## src/rtl/dcarb_pkg.sv

```systemverilog
package dcarb_pkg;

    // Region codes carried with inbound and copy-engine requests
    localparam logic [1:0] RGN_L1D = 2'h0;
    localparam logic [1:0] RGN_L1P = 2'h1;
    localparam logic [1:0] RGN_L2 = 2'h2;
    localparam logic [1:0] RGN_CFG = 2'h3;

    // Non-cacheable write buffer depth
    localparam int NC_DEPTH = 4;

    // Kinds of traffic leaving on the outbound system port
    typedef enum logic [1:0] {
        DCARB_OB_ALLOC,
        DCARB_OB_WBACK,
        DCARB_OB_NC_RD,
        DCARB_OB_NC_WR
    } dcarb_ob_kind_e;

    typedef struct packed {
        logic        valid;
        logic        write;
        logic [1:0]  region;
        logic [31:0] addr;
        logic [31:0] wdata;
    } dcarb_req_s;

    typedef struct packed {
        logic           valid;
        dcarb_ob_kind_e kind;
        logic [31:0]    addr;
        logic [31:0]    wdata;
    } dcarb_ob_s;

endpackage

```

## src/rtl/dcarb_top.sv

```systemverilog
// Behaviour
// - Outbound port carries allocates, write-backs and non-cacheable stores.
// - Inbound slave port gives outside masters access to L1D, L1P and L2 RAM.
// - Copy engine moves data among L1, L2 and config bus, sharing inbound datapath.
// - L1D and L2 are write-back; victims only on need or request; L1D victims to L2.
// - Cache requests are pipelined; several may be outstanding at once.
// - Four-entry non-cacheable write buffer; full buffer blocks inbound and copy L2 traffic unless L2 is all cache.
// - L1D read miss with victim stalls only on L2 miss, until external data returns.
// - L1D read going external with another L1D request pending holds until complete.
// - L2 victim write-back during pending L1D request holds until both finish.
// - L1 accesses stall only when queued behind L2 accesses.
// - No extra stall when L2 is all cache or L2 RAM sees no traffic.
// - Copy-engine stall never deadlocks; only inbound L2 traffic can.
// - Outbound accesses may wait arbitrarily long; the core tolerates it.
// - While stalled, inbound port shows not-ready to L2 accesses and takes no L2 write data.
module dcarb_top #(
    parameter int NC_DEPTH = dcarb_pkg::NC_DEPTH // Non-cacheable buffer entries
) (
    input wire logic core_clk_i, // Core clock, 20 MHz
    input wire logic rst_n_i, // Async reset, active low
    input wire logic l2_all_cache_i, // L2 configured entirely as cache
    input wire dcarb_pkg::dcarb_req_s isp_req_i, // Inbound slave port request
    output logic isp_ready_o, // Inbound request accepted this cycle
    output logic [31:0] isp_rdata_o, // Inbound read data
    output logic isp_rvalid_o, // Inbound read data valid
    input wire dcarb_pkg::dcarb_req_s ice_req_i, // Internal copy engine request
    output logic ice_ready_o, // Copy request accepted this cycle
    input wire dcarb_pkg::dcarb_req_s nc_wr_i, // Core non-cacheable write
    output logic nc_ready_o, // Non-cacheable buffer has room
    input wire logic l1d_rd_miss_i, // L1D read miss pulse
    input wire logic l1d_victim_i, // That miss also evicts a dirty line
    input wire logic l2_miss_i, // That miss also misses L2
    input wire logic l1d_pend_i, // Another L1D request pending
    input wire logic l1d_done_i, // Pending L1D request finished
    input wire logic l2_victim_i, // L2 dirty line eviction pulse
    input wire logic [31:0] l2_victim_addr_i, // Address of L2 victim
    input wire logic [31:0] miss_addr_i, // Address of the L1D miss
    output dcarb_pkg::dcarb_ob_s ob_req_o, // Outbound system port request
    input wire logic ob_ready_i, // Outbound request taken
    input wire logic ob_done_i, // External access completed
    output logic stall_o // Inbound and copy L2 traffic held
);

    // ----------------------------------------------------------------
    // Non-cacheable write buffer
    // ----------------------------------------------------------------
    localparam int PW = $clog2(NC_DEPTH);
    logic [31:0] nc_addr [NC_DEPTH];
    logic [31:0] nc_data [NC_DEPTH];
    logic [PW-1:0] nc_wp;
    logic [PW-1:0] nc_rp;
    logic [PW:0] nc_cnt;
    logic nc_full;
    logic nc_push;
    logic nc_pop;

    function automatic logic [PW-1:0] ptr_inc(input logic [PW-1:0] p);
        return (p == PW'(NC_DEPTH - 1)) ? '0 : p + PW'(1);
    endfunction

    assign nc_full = (nc_cnt == (PW+1)'(NC_DEPTH));
    assign nc_ready_o = !nc_full;
    assign nc_push = nc_wr_i.valid && !nc_full;

    always_ff @(posedge core_clk_i) begin
        if (nc_push) begin
            nc_addr[nc_wp] <= nc_wr_i.addr;
            nc_data[nc_wp] <= nc_wr_i.wdata;
        end
    end

    always_ff @(posedge core_clk_i or negedge rst_n_i) begin
        if (!rst_n_i) begin
            nc_wp <= '0;
            nc_rp <= '0;
            nc_cnt <= '0;
        end else begin
            if (nc_push) nc_wp <= ptr_inc(nc_wp);
            if (nc_pop) nc_rp <= ptr_inc(nc_rp);
            nc_cnt <= nc_cnt + (PW+1)'(nc_push) - (PW+1)'(nc_pop);
        end
    end

    // ----------------------------------------------------------------
    // Cache miss and victim tracking
    // ----------------------------------------------------------------
    // Outstanding outbound work: fill, victim write-back, pending L1D
    logic fill_wait;
    logic ext_wait;
    logic l2v_wait;
    logic l1_pend_wait;
    logic l2v_ext_done; // Victim write-back already finished outside
    logic alloc_pend;
    logic wback_pend;
    logic [31:0] alloc_addr;
    logic [31:0] wback_addr;
    logic ob_busy;

    // Victims of L1D land in L2 and do not reach the outbound port
    always_ff @(posedge core_clk_i or negedge rst_n_i) begin
        if (!rst_n_i) begin
            fill_wait <= 1'b0;
            ext_wait <= 1'b0;
            alloc_pend <= 1'b0;
            alloc_addr <= '0;
        end else if (l1d_rd_miss_i && l2_miss_i) begin
            fill_wait <= l1d_victim_i;
            ext_wait <= l1d_pend_i;
            alloc_pend <= 1'b1;
            alloc_addr <= miss_addr_i;
        end else begin
            if (ob_req_o.valid && ob_req_o.kind == dcarb_pkg::DCARB_OB_ALLOC && ob_ready_i)
                alloc_pend <= 1'b0;
            if (ob_done_i && !alloc_pend) begin
                fill_wait <= 1'b0;
                ext_wait <= 1'b0;
            end
        end
    end

    always_ff @(posedge core_clk_i or negedge rst_n_i) begin
        if (!rst_n_i) begin
            l2v_wait <= 1'b0;
            l2v_ext_done <= 1'b0;
            wback_pend <= 1'b0;
            wback_addr <= '0;
        end else if (l2_victim_i) begin
            l2v_wait <= l1d_pend_i;
            l2v_ext_done <= 1'b0;
            wback_pend <= 1'b1;
            wback_addr <= l2_victim_addr_i;
        end else begin
            if (ob_req_o.valid && ob_req_o.kind == dcarb_pkg::DCARB_OB_WBACK && ob_ready_i)
                wback_pend <= 1'b0;
            // Completion may come before or after the pending L1D request ends
            if (ob_done_i && !wback_pend)
                l2v_ext_done <= 1'b1;
            if ((l2v_ext_done || (ob_done_i && !wback_pend)) && !l1_pend_wait)
                l2v_wait <= 1'b0;
        end
    end

    // Set wins over clear for the pending-request flag
    always_ff @(posedge core_clk_i or negedge rst_n_i) begin
        if (!rst_n_i) l1_pend_wait <= 1'b0;
        else if (l2_victim_i && l1d_pend_i) l1_pend_wait <= 1'b1;
        else if (l1d_done_i) l1_pend_wait <= 1'b0;
    end

    // ----------------------------------------------------------------
    // Outbound system port arbitration
    // ----------------------------------------------------------------
    // Fills first (core waits on them), then write-backs, then NC writes.
    // Requests stay up with no timeout: outbound waits may be long.
    always_comb begin
        ob_req_o = '0;
        nc_pop = 1'b0;
        if (alloc_pend) begin
            ob_req_o.valid = 1'b1;
            ob_req_o.kind = dcarb_pkg::DCARB_OB_ALLOC;
            ob_req_o.addr = alloc_addr;
        end else if (wback_pend) begin
            ob_req_o.valid = 1'b1;
            ob_req_o.kind = dcarb_pkg::DCARB_OB_WBACK;
            ob_req_o.addr = wback_addr;
        end else if (nc_cnt != '0) begin
            ob_req_o.valid = 1'b1;
            ob_req_o.kind = dcarb_pkg::DCARB_OB_NC_WR;
            ob_req_o.addr = nc_addr[nc_rp];
            ob_req_o.wdata = nc_data[nc_rp];
            nc_pop = ob_ready_i;
        end
    end

    assign ob_busy = fill_wait || ext_wait || l2v_wait;

    // ----------------------------------------------------------------
    // Inbound and copy-engine arbitration
    // ----------------------------------------------------------------
    logic l2_queued; // An L2 request went unaccepted last cycle
    logic hold_l2;
    logic isp_l1;
    logic ice_l1;
    logic isp_go;
    logic ice_go;
    logic prio_ice;

    assign hold_l2 = !l2_all_cache_i && (nc_full || ob_busy);
    assign isp_l1 = isp_req_i.region != dcarb_pkg::RGN_L2;
    assign ice_l1 = ice_req_i.region != dcarb_pkg::RGN_L2;

    // L1 and config traffic passes unless queued behind a held L2 access
    assign isp_go = isp_req_i.valid && !(hold_l2 && (!isp_l1 || l2_queued));
    assign ice_go = ice_req_i.valid && !(hold_l2 && (!ice_l1 || l2_queued));
    // Shared datapath: one grant per cycle, alternating on contention
    assign isp_ready_o = isp_go && !(ice_go && prio_ice);
    assign ice_ready_o = ice_go && !isp_ready_o;
    assign stall_o = hold_l2;

    always_ff @(posedge core_clk_i or negedge rst_n_i) begin
        if (!rst_n_i) begin
            l2_queued <= 1'b0;
            prio_ice <= 1'b0;
        end else begin
            if ((isp_req_i.valid && !isp_l1 && !isp_ready_o) ||
                (ice_req_i.valid && !ice_l1 && !ice_ready_o))
                l2_queued <= 1'b1;
            else
                l2_queued <= 1'b0;
            if (isp_ready_o && ice_go) prio_ice <= 1'b1;
            else if (ice_ready_o) prio_ice <= 1'b0;
        end
    end

    // ----------------------------------------------------------------
    // Local memory (region-sliced, small) for inbound reads and writes
    // ----------------------------------------------------------------
    logic [31:0] mem [64];
    logic [5:0] isp_idx;
    logic [5:0] ice_idx;
    assign isp_idx = {isp_req_i.region, isp_req_i.addr[5:2]};
    assign ice_idx = {ice_req_i.region, ice_req_i.addr[5:2]};

    always_ff @(posedge core_clk_i) begin
        if (isp_ready_o && isp_req_i.write) mem[isp_idx] <= isp_req_i.wdata;
        if (ice_ready_o && ice_req_i.write) mem[ice_idx] <= ice_req_i.wdata;
    end

    always_ff @(posedge core_clk_i or negedge rst_n_i) begin
        if (!rst_n_i) begin
            isp_rvalid_o <= 1'b0;
            isp_rdata_o <= '0;
        end else begin
            isp_rvalid_o <= isp_ready_o && !isp_req_i.write;
            if (isp_ready_o && !isp_req_i.write) isp_rdata_o <= mem[isp_idx];
        end
    end
endmodule

```

## config.mk

```make
export PLATFORM = sky130hd
export DESIGN_NAME = dcarb_top
export DESIGN_NICKNAME = d
export VERILOG_FILES = /design/src/rtl/dcarb_pkg.sv /design/src/rtl/dcarb_top.sv
export SDC_FILE = /design/constraint.sdc
export NUM_CORES = 2
export LEC_CHECK = 0
export BUFFER_PORTS_ARGS = -buffer_cell sky130_fd_sc_hd__buf_2
export CAP_MARGIN = 25
export CORE_ASPECT_RATIO = 0.6
export CORE_MARGIN = 2
export CORE_UTILIZATION = 35
export CTS_BUF_LIST = sky130_fd_sc_hd__clkbuf_8
export DETAILED_ROUTE_END_ITERATION = 16
export GPL_TIMING_DRIVEN = 0
export PLACE_DENSITY_LB_ADDON = 0.2
export SETUP_SLACK_MARGIN = 0.4
export SYNTH_ARGS = -nofsm -noshare
export SYNTH_HDL_FRONTEND = slang
export SYNTH_SLANG_ARGS = --single-unit
```

## constraint.sdc

```tcl
create_clock -name core_clk_i -period 5.2 [get_ports core_clk_i]
set_clock_uncertainty 0.05 [all_clocks]
set_input_delay 0.26 -clock core_clk_i [delete_from_list [all_inputs] [get_ports core_clk_i]]
set_output_delay 0.26 -clock core_clk_i [all_outputs]
set_load 0.02 [all_outputs]
```

==> metrics.md <==
| Metric | Value |
|---|---|
| Worst setup margin | between 200 and 250 ps |
| P&R area growth vs syn | 21.3% |
| First-pass GRT wire length | a little over 400000 um |
| Postcts setup bufs | 0 |
| Synth Net Count | between 4000 and 5000 |
| # fillers | 23031 |
| Cts bufs inserted | 373 |
| Synth area leader | edfxtp_1 |
| Slew HR | about 3.4% |
| DR DRC count | 0 |
| CP cell instances | buf_2, clkbuf_1, clkbuf_1, clkbuf_1, mux4_2, a22oi_1, nand4_1, nor2_1, a2bb2oi_1 |
| Top cell by count, worst path | clkbuf_1 |
| Storage element area | about 72000 sq um |
| DRT antenna net count | 0 |
| Routed WL per cell | approximately 32 um |
| Final net count | between 5000 and 6000 |
| Final-report setup violation count | 0 |
| Lkg Pwr | between 30 and 40 nW |
| Largest net degree at the start of global routing | about 70 |
| Post-synth EDFFs | ~2300 |
| Area of the multi-input gates | 20400 sq um |
| Post-synthesis average cell area | between 20 and 25 sq um |
| Max incr delay on CP | ~1000 ps |
| Comb power frac | around an eighth |
| Seq/Total Area, Yosys | between 70 and 80% |
| Clock Path Buffers | 4 |
| Fmax achieved | 0.202 GHz |
| Critical path launch point type | input pin |
| Final Cycle Share | approximately 95% |
| Yosys cell types | 54 |
| Initial Utilization | 35.2% |
| Crit-path slowest cell | a22oi_1 |
| Final wirelength | about 300000 um |
| Die area | around 270000 sq um |
| RSZ-0062 raised after global routing | no |
| Clk_lat worst skew | approximately 1000 ps |
| Vias in the first global route | roughly 50000 |
| Num ports | 383 |
| Post-synthesis register bit count | between 2000 and 2500 |
| GRT overflow | 0 |
| Net Switching | around 11 mW |
| H-tree Lvls | 5 |
| Reg power frac | a little over half |
| Clock Root Buffer | clkbuf_8 |
| Critical path endpoint category | flop |
| WP data arrival | ~5700 ps |
| Max-cap violations | 0 |
| Core Box Area | around 260000 sq um |
| Worst EP required | ~6000 ps |
| Min Tclk post-route | ~5000 ps |
| Main flop type after synthesis | edfxtp_1 |
| Worst slack, placed | -511 ps |
| Share of layout cells above drive strength 1 | between 20 and 30% |
| Final hold viol count | 0 |
| Final slew viol count | 0 |
| Power density over the cells | between 300 and 400 nW/um^2 |
| WS Path Type | input pin to flop |
| FFs w/ async S/R, synth | between 4 and 5% |
| Die height | 403 um |
| 1st-iter DRT viols | just over 7000 |
| Pre-antenna DRT Iters | 8 |
| TritonCTS clock tree | built |
| Slew @ Worst Pin | ~1400 ps |
| Outcome | finished, final reports clean |
| Via count | between 50000 and 60000 |
| Post-Synthesis Cells | roughly 4500 |
| Synthesized cell area | ~93000 sq um |
| CP max FO | 10 |
| FP Rows | around 150 |
| Worst Hold Class | input pin to flop |
| Tot Pwr | between 40 and 50 mW |
| IO Port Bufs | roughly 320 |
| Hpwl dp | between 200000 and 250000 um |
| Largest cells by area after synthesis | edfxtp_1 74%, mux4_2 11%, mux2i_1 3.1%, dfrtp_1 3.0%, a22oi_1 2.4% |
| R2R setup slack | approximately 540 ps |
| Warnings from Yosys | 0 |
| All-Layer GR Usage | between 20% and 30% |
| CTS clk-pin slew, worst paths | roughly 60 ps |
| Initial antenna violation count | 20 |
| Maximum VDD drop | around 0.00023 V |
| P_int | 31.5 mW |
| Area share of the largest cell type after synthesis | between 70% and 80% |
| Die width | between 600 and 700 um |
| Switching share of power | around a quarter |
| Drt via density | approximately 5.5 |
| Clk network pwr share | 35.2% |
| Placer Congestion | a little over 0.9 |
| # clock sinks | roughly 2400 |
through the flow:
| stage | cell area [sq um] | hold WS [ps] | instances | TNS (ps) | util [%] |
|---|---|---|---|---|---|
| after CTS | 113000 | 0.139 | 9478 | 0 | 42.7 |
| after detailed placement | 102000 | 190 | 8466 | -4380 | 38.7 |
| after global routing | 113000 | 32.7 | 9496 | 0 | 42.7 |
| final | 113000 | 71.0 | 9502 | 0 | 42.7 |
| after global placement | 99100 | 415 | 8345 | -3873960 | 37.5 |
| after floorplan | 93000 | -85.6 | 4474 | 0 | - |
flip-flops by register name, summed over array words and instances, names as in the netlist, 2 cells and up:
signal,cells
nc_data,128
nc_wp,2
nc_rp,2
mem,2048
nc_addr,128
isp_rdata_o,32
wback_addr,32
alloc_addr,32
nc_cnt,3
cell usage in the layout (no fill, tap or decap), types with 7 or more instances in the layout:
cell type and instances:
nand2b_1 8, diode_2 8, a2bb2oi_1 28, a22oi_1 294
nand3_1 76, buf_2 389, buf_8 20, dfrtp_1 113
buf_4 8, o221ai_1 8, a21oi_1 80, buf_1 31
o21ai_0 35, nor2b_1 11, and2_1 37, dlygate4sd3_1 348
mux2_4 25, a221oi_1 15, mux4_2 449, buf_16 44
clkinv_1 76, mux2i_1 287, nor3_1 16, nor2_4 64
edfxtp_1 2304, buf_6 21, inv_1 133, nor2_1 118
a22o_1 22, clkbuf_1 148, clkinv_2 36, mux2_2 73
clkbuf_8 400, buf_12 61, ha_1 7, clkinvlp_4 9
nand2_1 61, nand4_1 12
Yosys cell counts (all sizes together) (6+ instances only):
cell type	instances
inv	12
nor2b	11
a221oi	15
nand3	76
mux2	98
a2bb2oi	28
nand4	12
a22o	22
edfxtp	2304
buf	114
and3	6
mux4	449
nand2	61
a22oi	294
nor3	16
and2	37
o221ai	8
nand2b	8
a21oi	80
clkbuf	154
ha	7
nor2	183
mux2i	287
o21ai	35
dfrtp	113
power by group through the flow:
stage / combinational (mW) / sequential [mW] / clock, mW
floorplan: 2.51 / 22.9 / 0
global placement: 4.59 / 22.9 / 0
detailed placement: 4.95 / 22.9 / 0
CTS: 5.22 / 22.4 / 15.3
global route: 5.49 / 22.5 / 16.1
finish: 5.22 / 22.4 / 15.1
cell type report:
class                           instances  area share, %
Clock inverter                        257           1.13
Sequential cell                      2417           63.8
Inverter                               12         0.0399
Timing Repair Buffer                  811           7.09
Buffer                                268           1.04
Clock buffer                          400           4.88
Tap cell                             3552           3.94
Multi-Input combinational cell       1777           18.1
Antenna cell                            8         0.0177
critical path: cells and delay by family:
family,cells,cell delay (ps)
buffers and inverters,4,2440
AND/OR/NAND/NOR,2,1380
AO/OA/AOI/OAI,2,1190
multiplexers,1,410
worst paths after layout:
path,cells after the start,endpoint,start
setup / recovery,9,isp_rdata_o[18],isp_req_i[35]
hold / removal,2,mem[30][23],isp_req_i[23]
setup reg to reg,10,mem[13][25],nc_cnt[2]
hold reg to reg,1,alloc_addr[10],alloc_addr[10]
max in group asynchronous,4,isp_rdata_o[1],rst_n_i
min in group asynchronous,4,alloc_addr[5],rst_n_i
timing repair:
| action | CTS | global route |
|---|---|---|
| endpoints found under the hold margin | 1304 | 0 |
| setup endpoints to repair | 0 | 39 |
| hold buffers | 355 | 0 |
| resized for setup | 0 | 1 |
cell families (layout without fill, tap and decap cells):
logic type,after synthesis,in the layout,synth area share [%]
muxes,834,834,15.1
adders and majority gates,8,8,0.116
DFF,2417,2417,77.4
buffers and inverters,280,1748,1.30
xor gates and xnor gates,2,2,0.0188
other,0,8,0
AOI/OAI and AO/OA,508,508,3.90
and+or+nand+nor,425,425,2.12
layer usage:
layer,routed length [um],up-vias,share of wire [%],track usage (%)
met2,119000,2838,40,28.7
met1,137000,27812,46,33.6
met3,35700,450,12,7.55
li1,-,21061,-,-
met4,8650,0,2.9,6.14
met5,0,-,0,0
No activity file was read; power rests on OpenSTA's default activity.
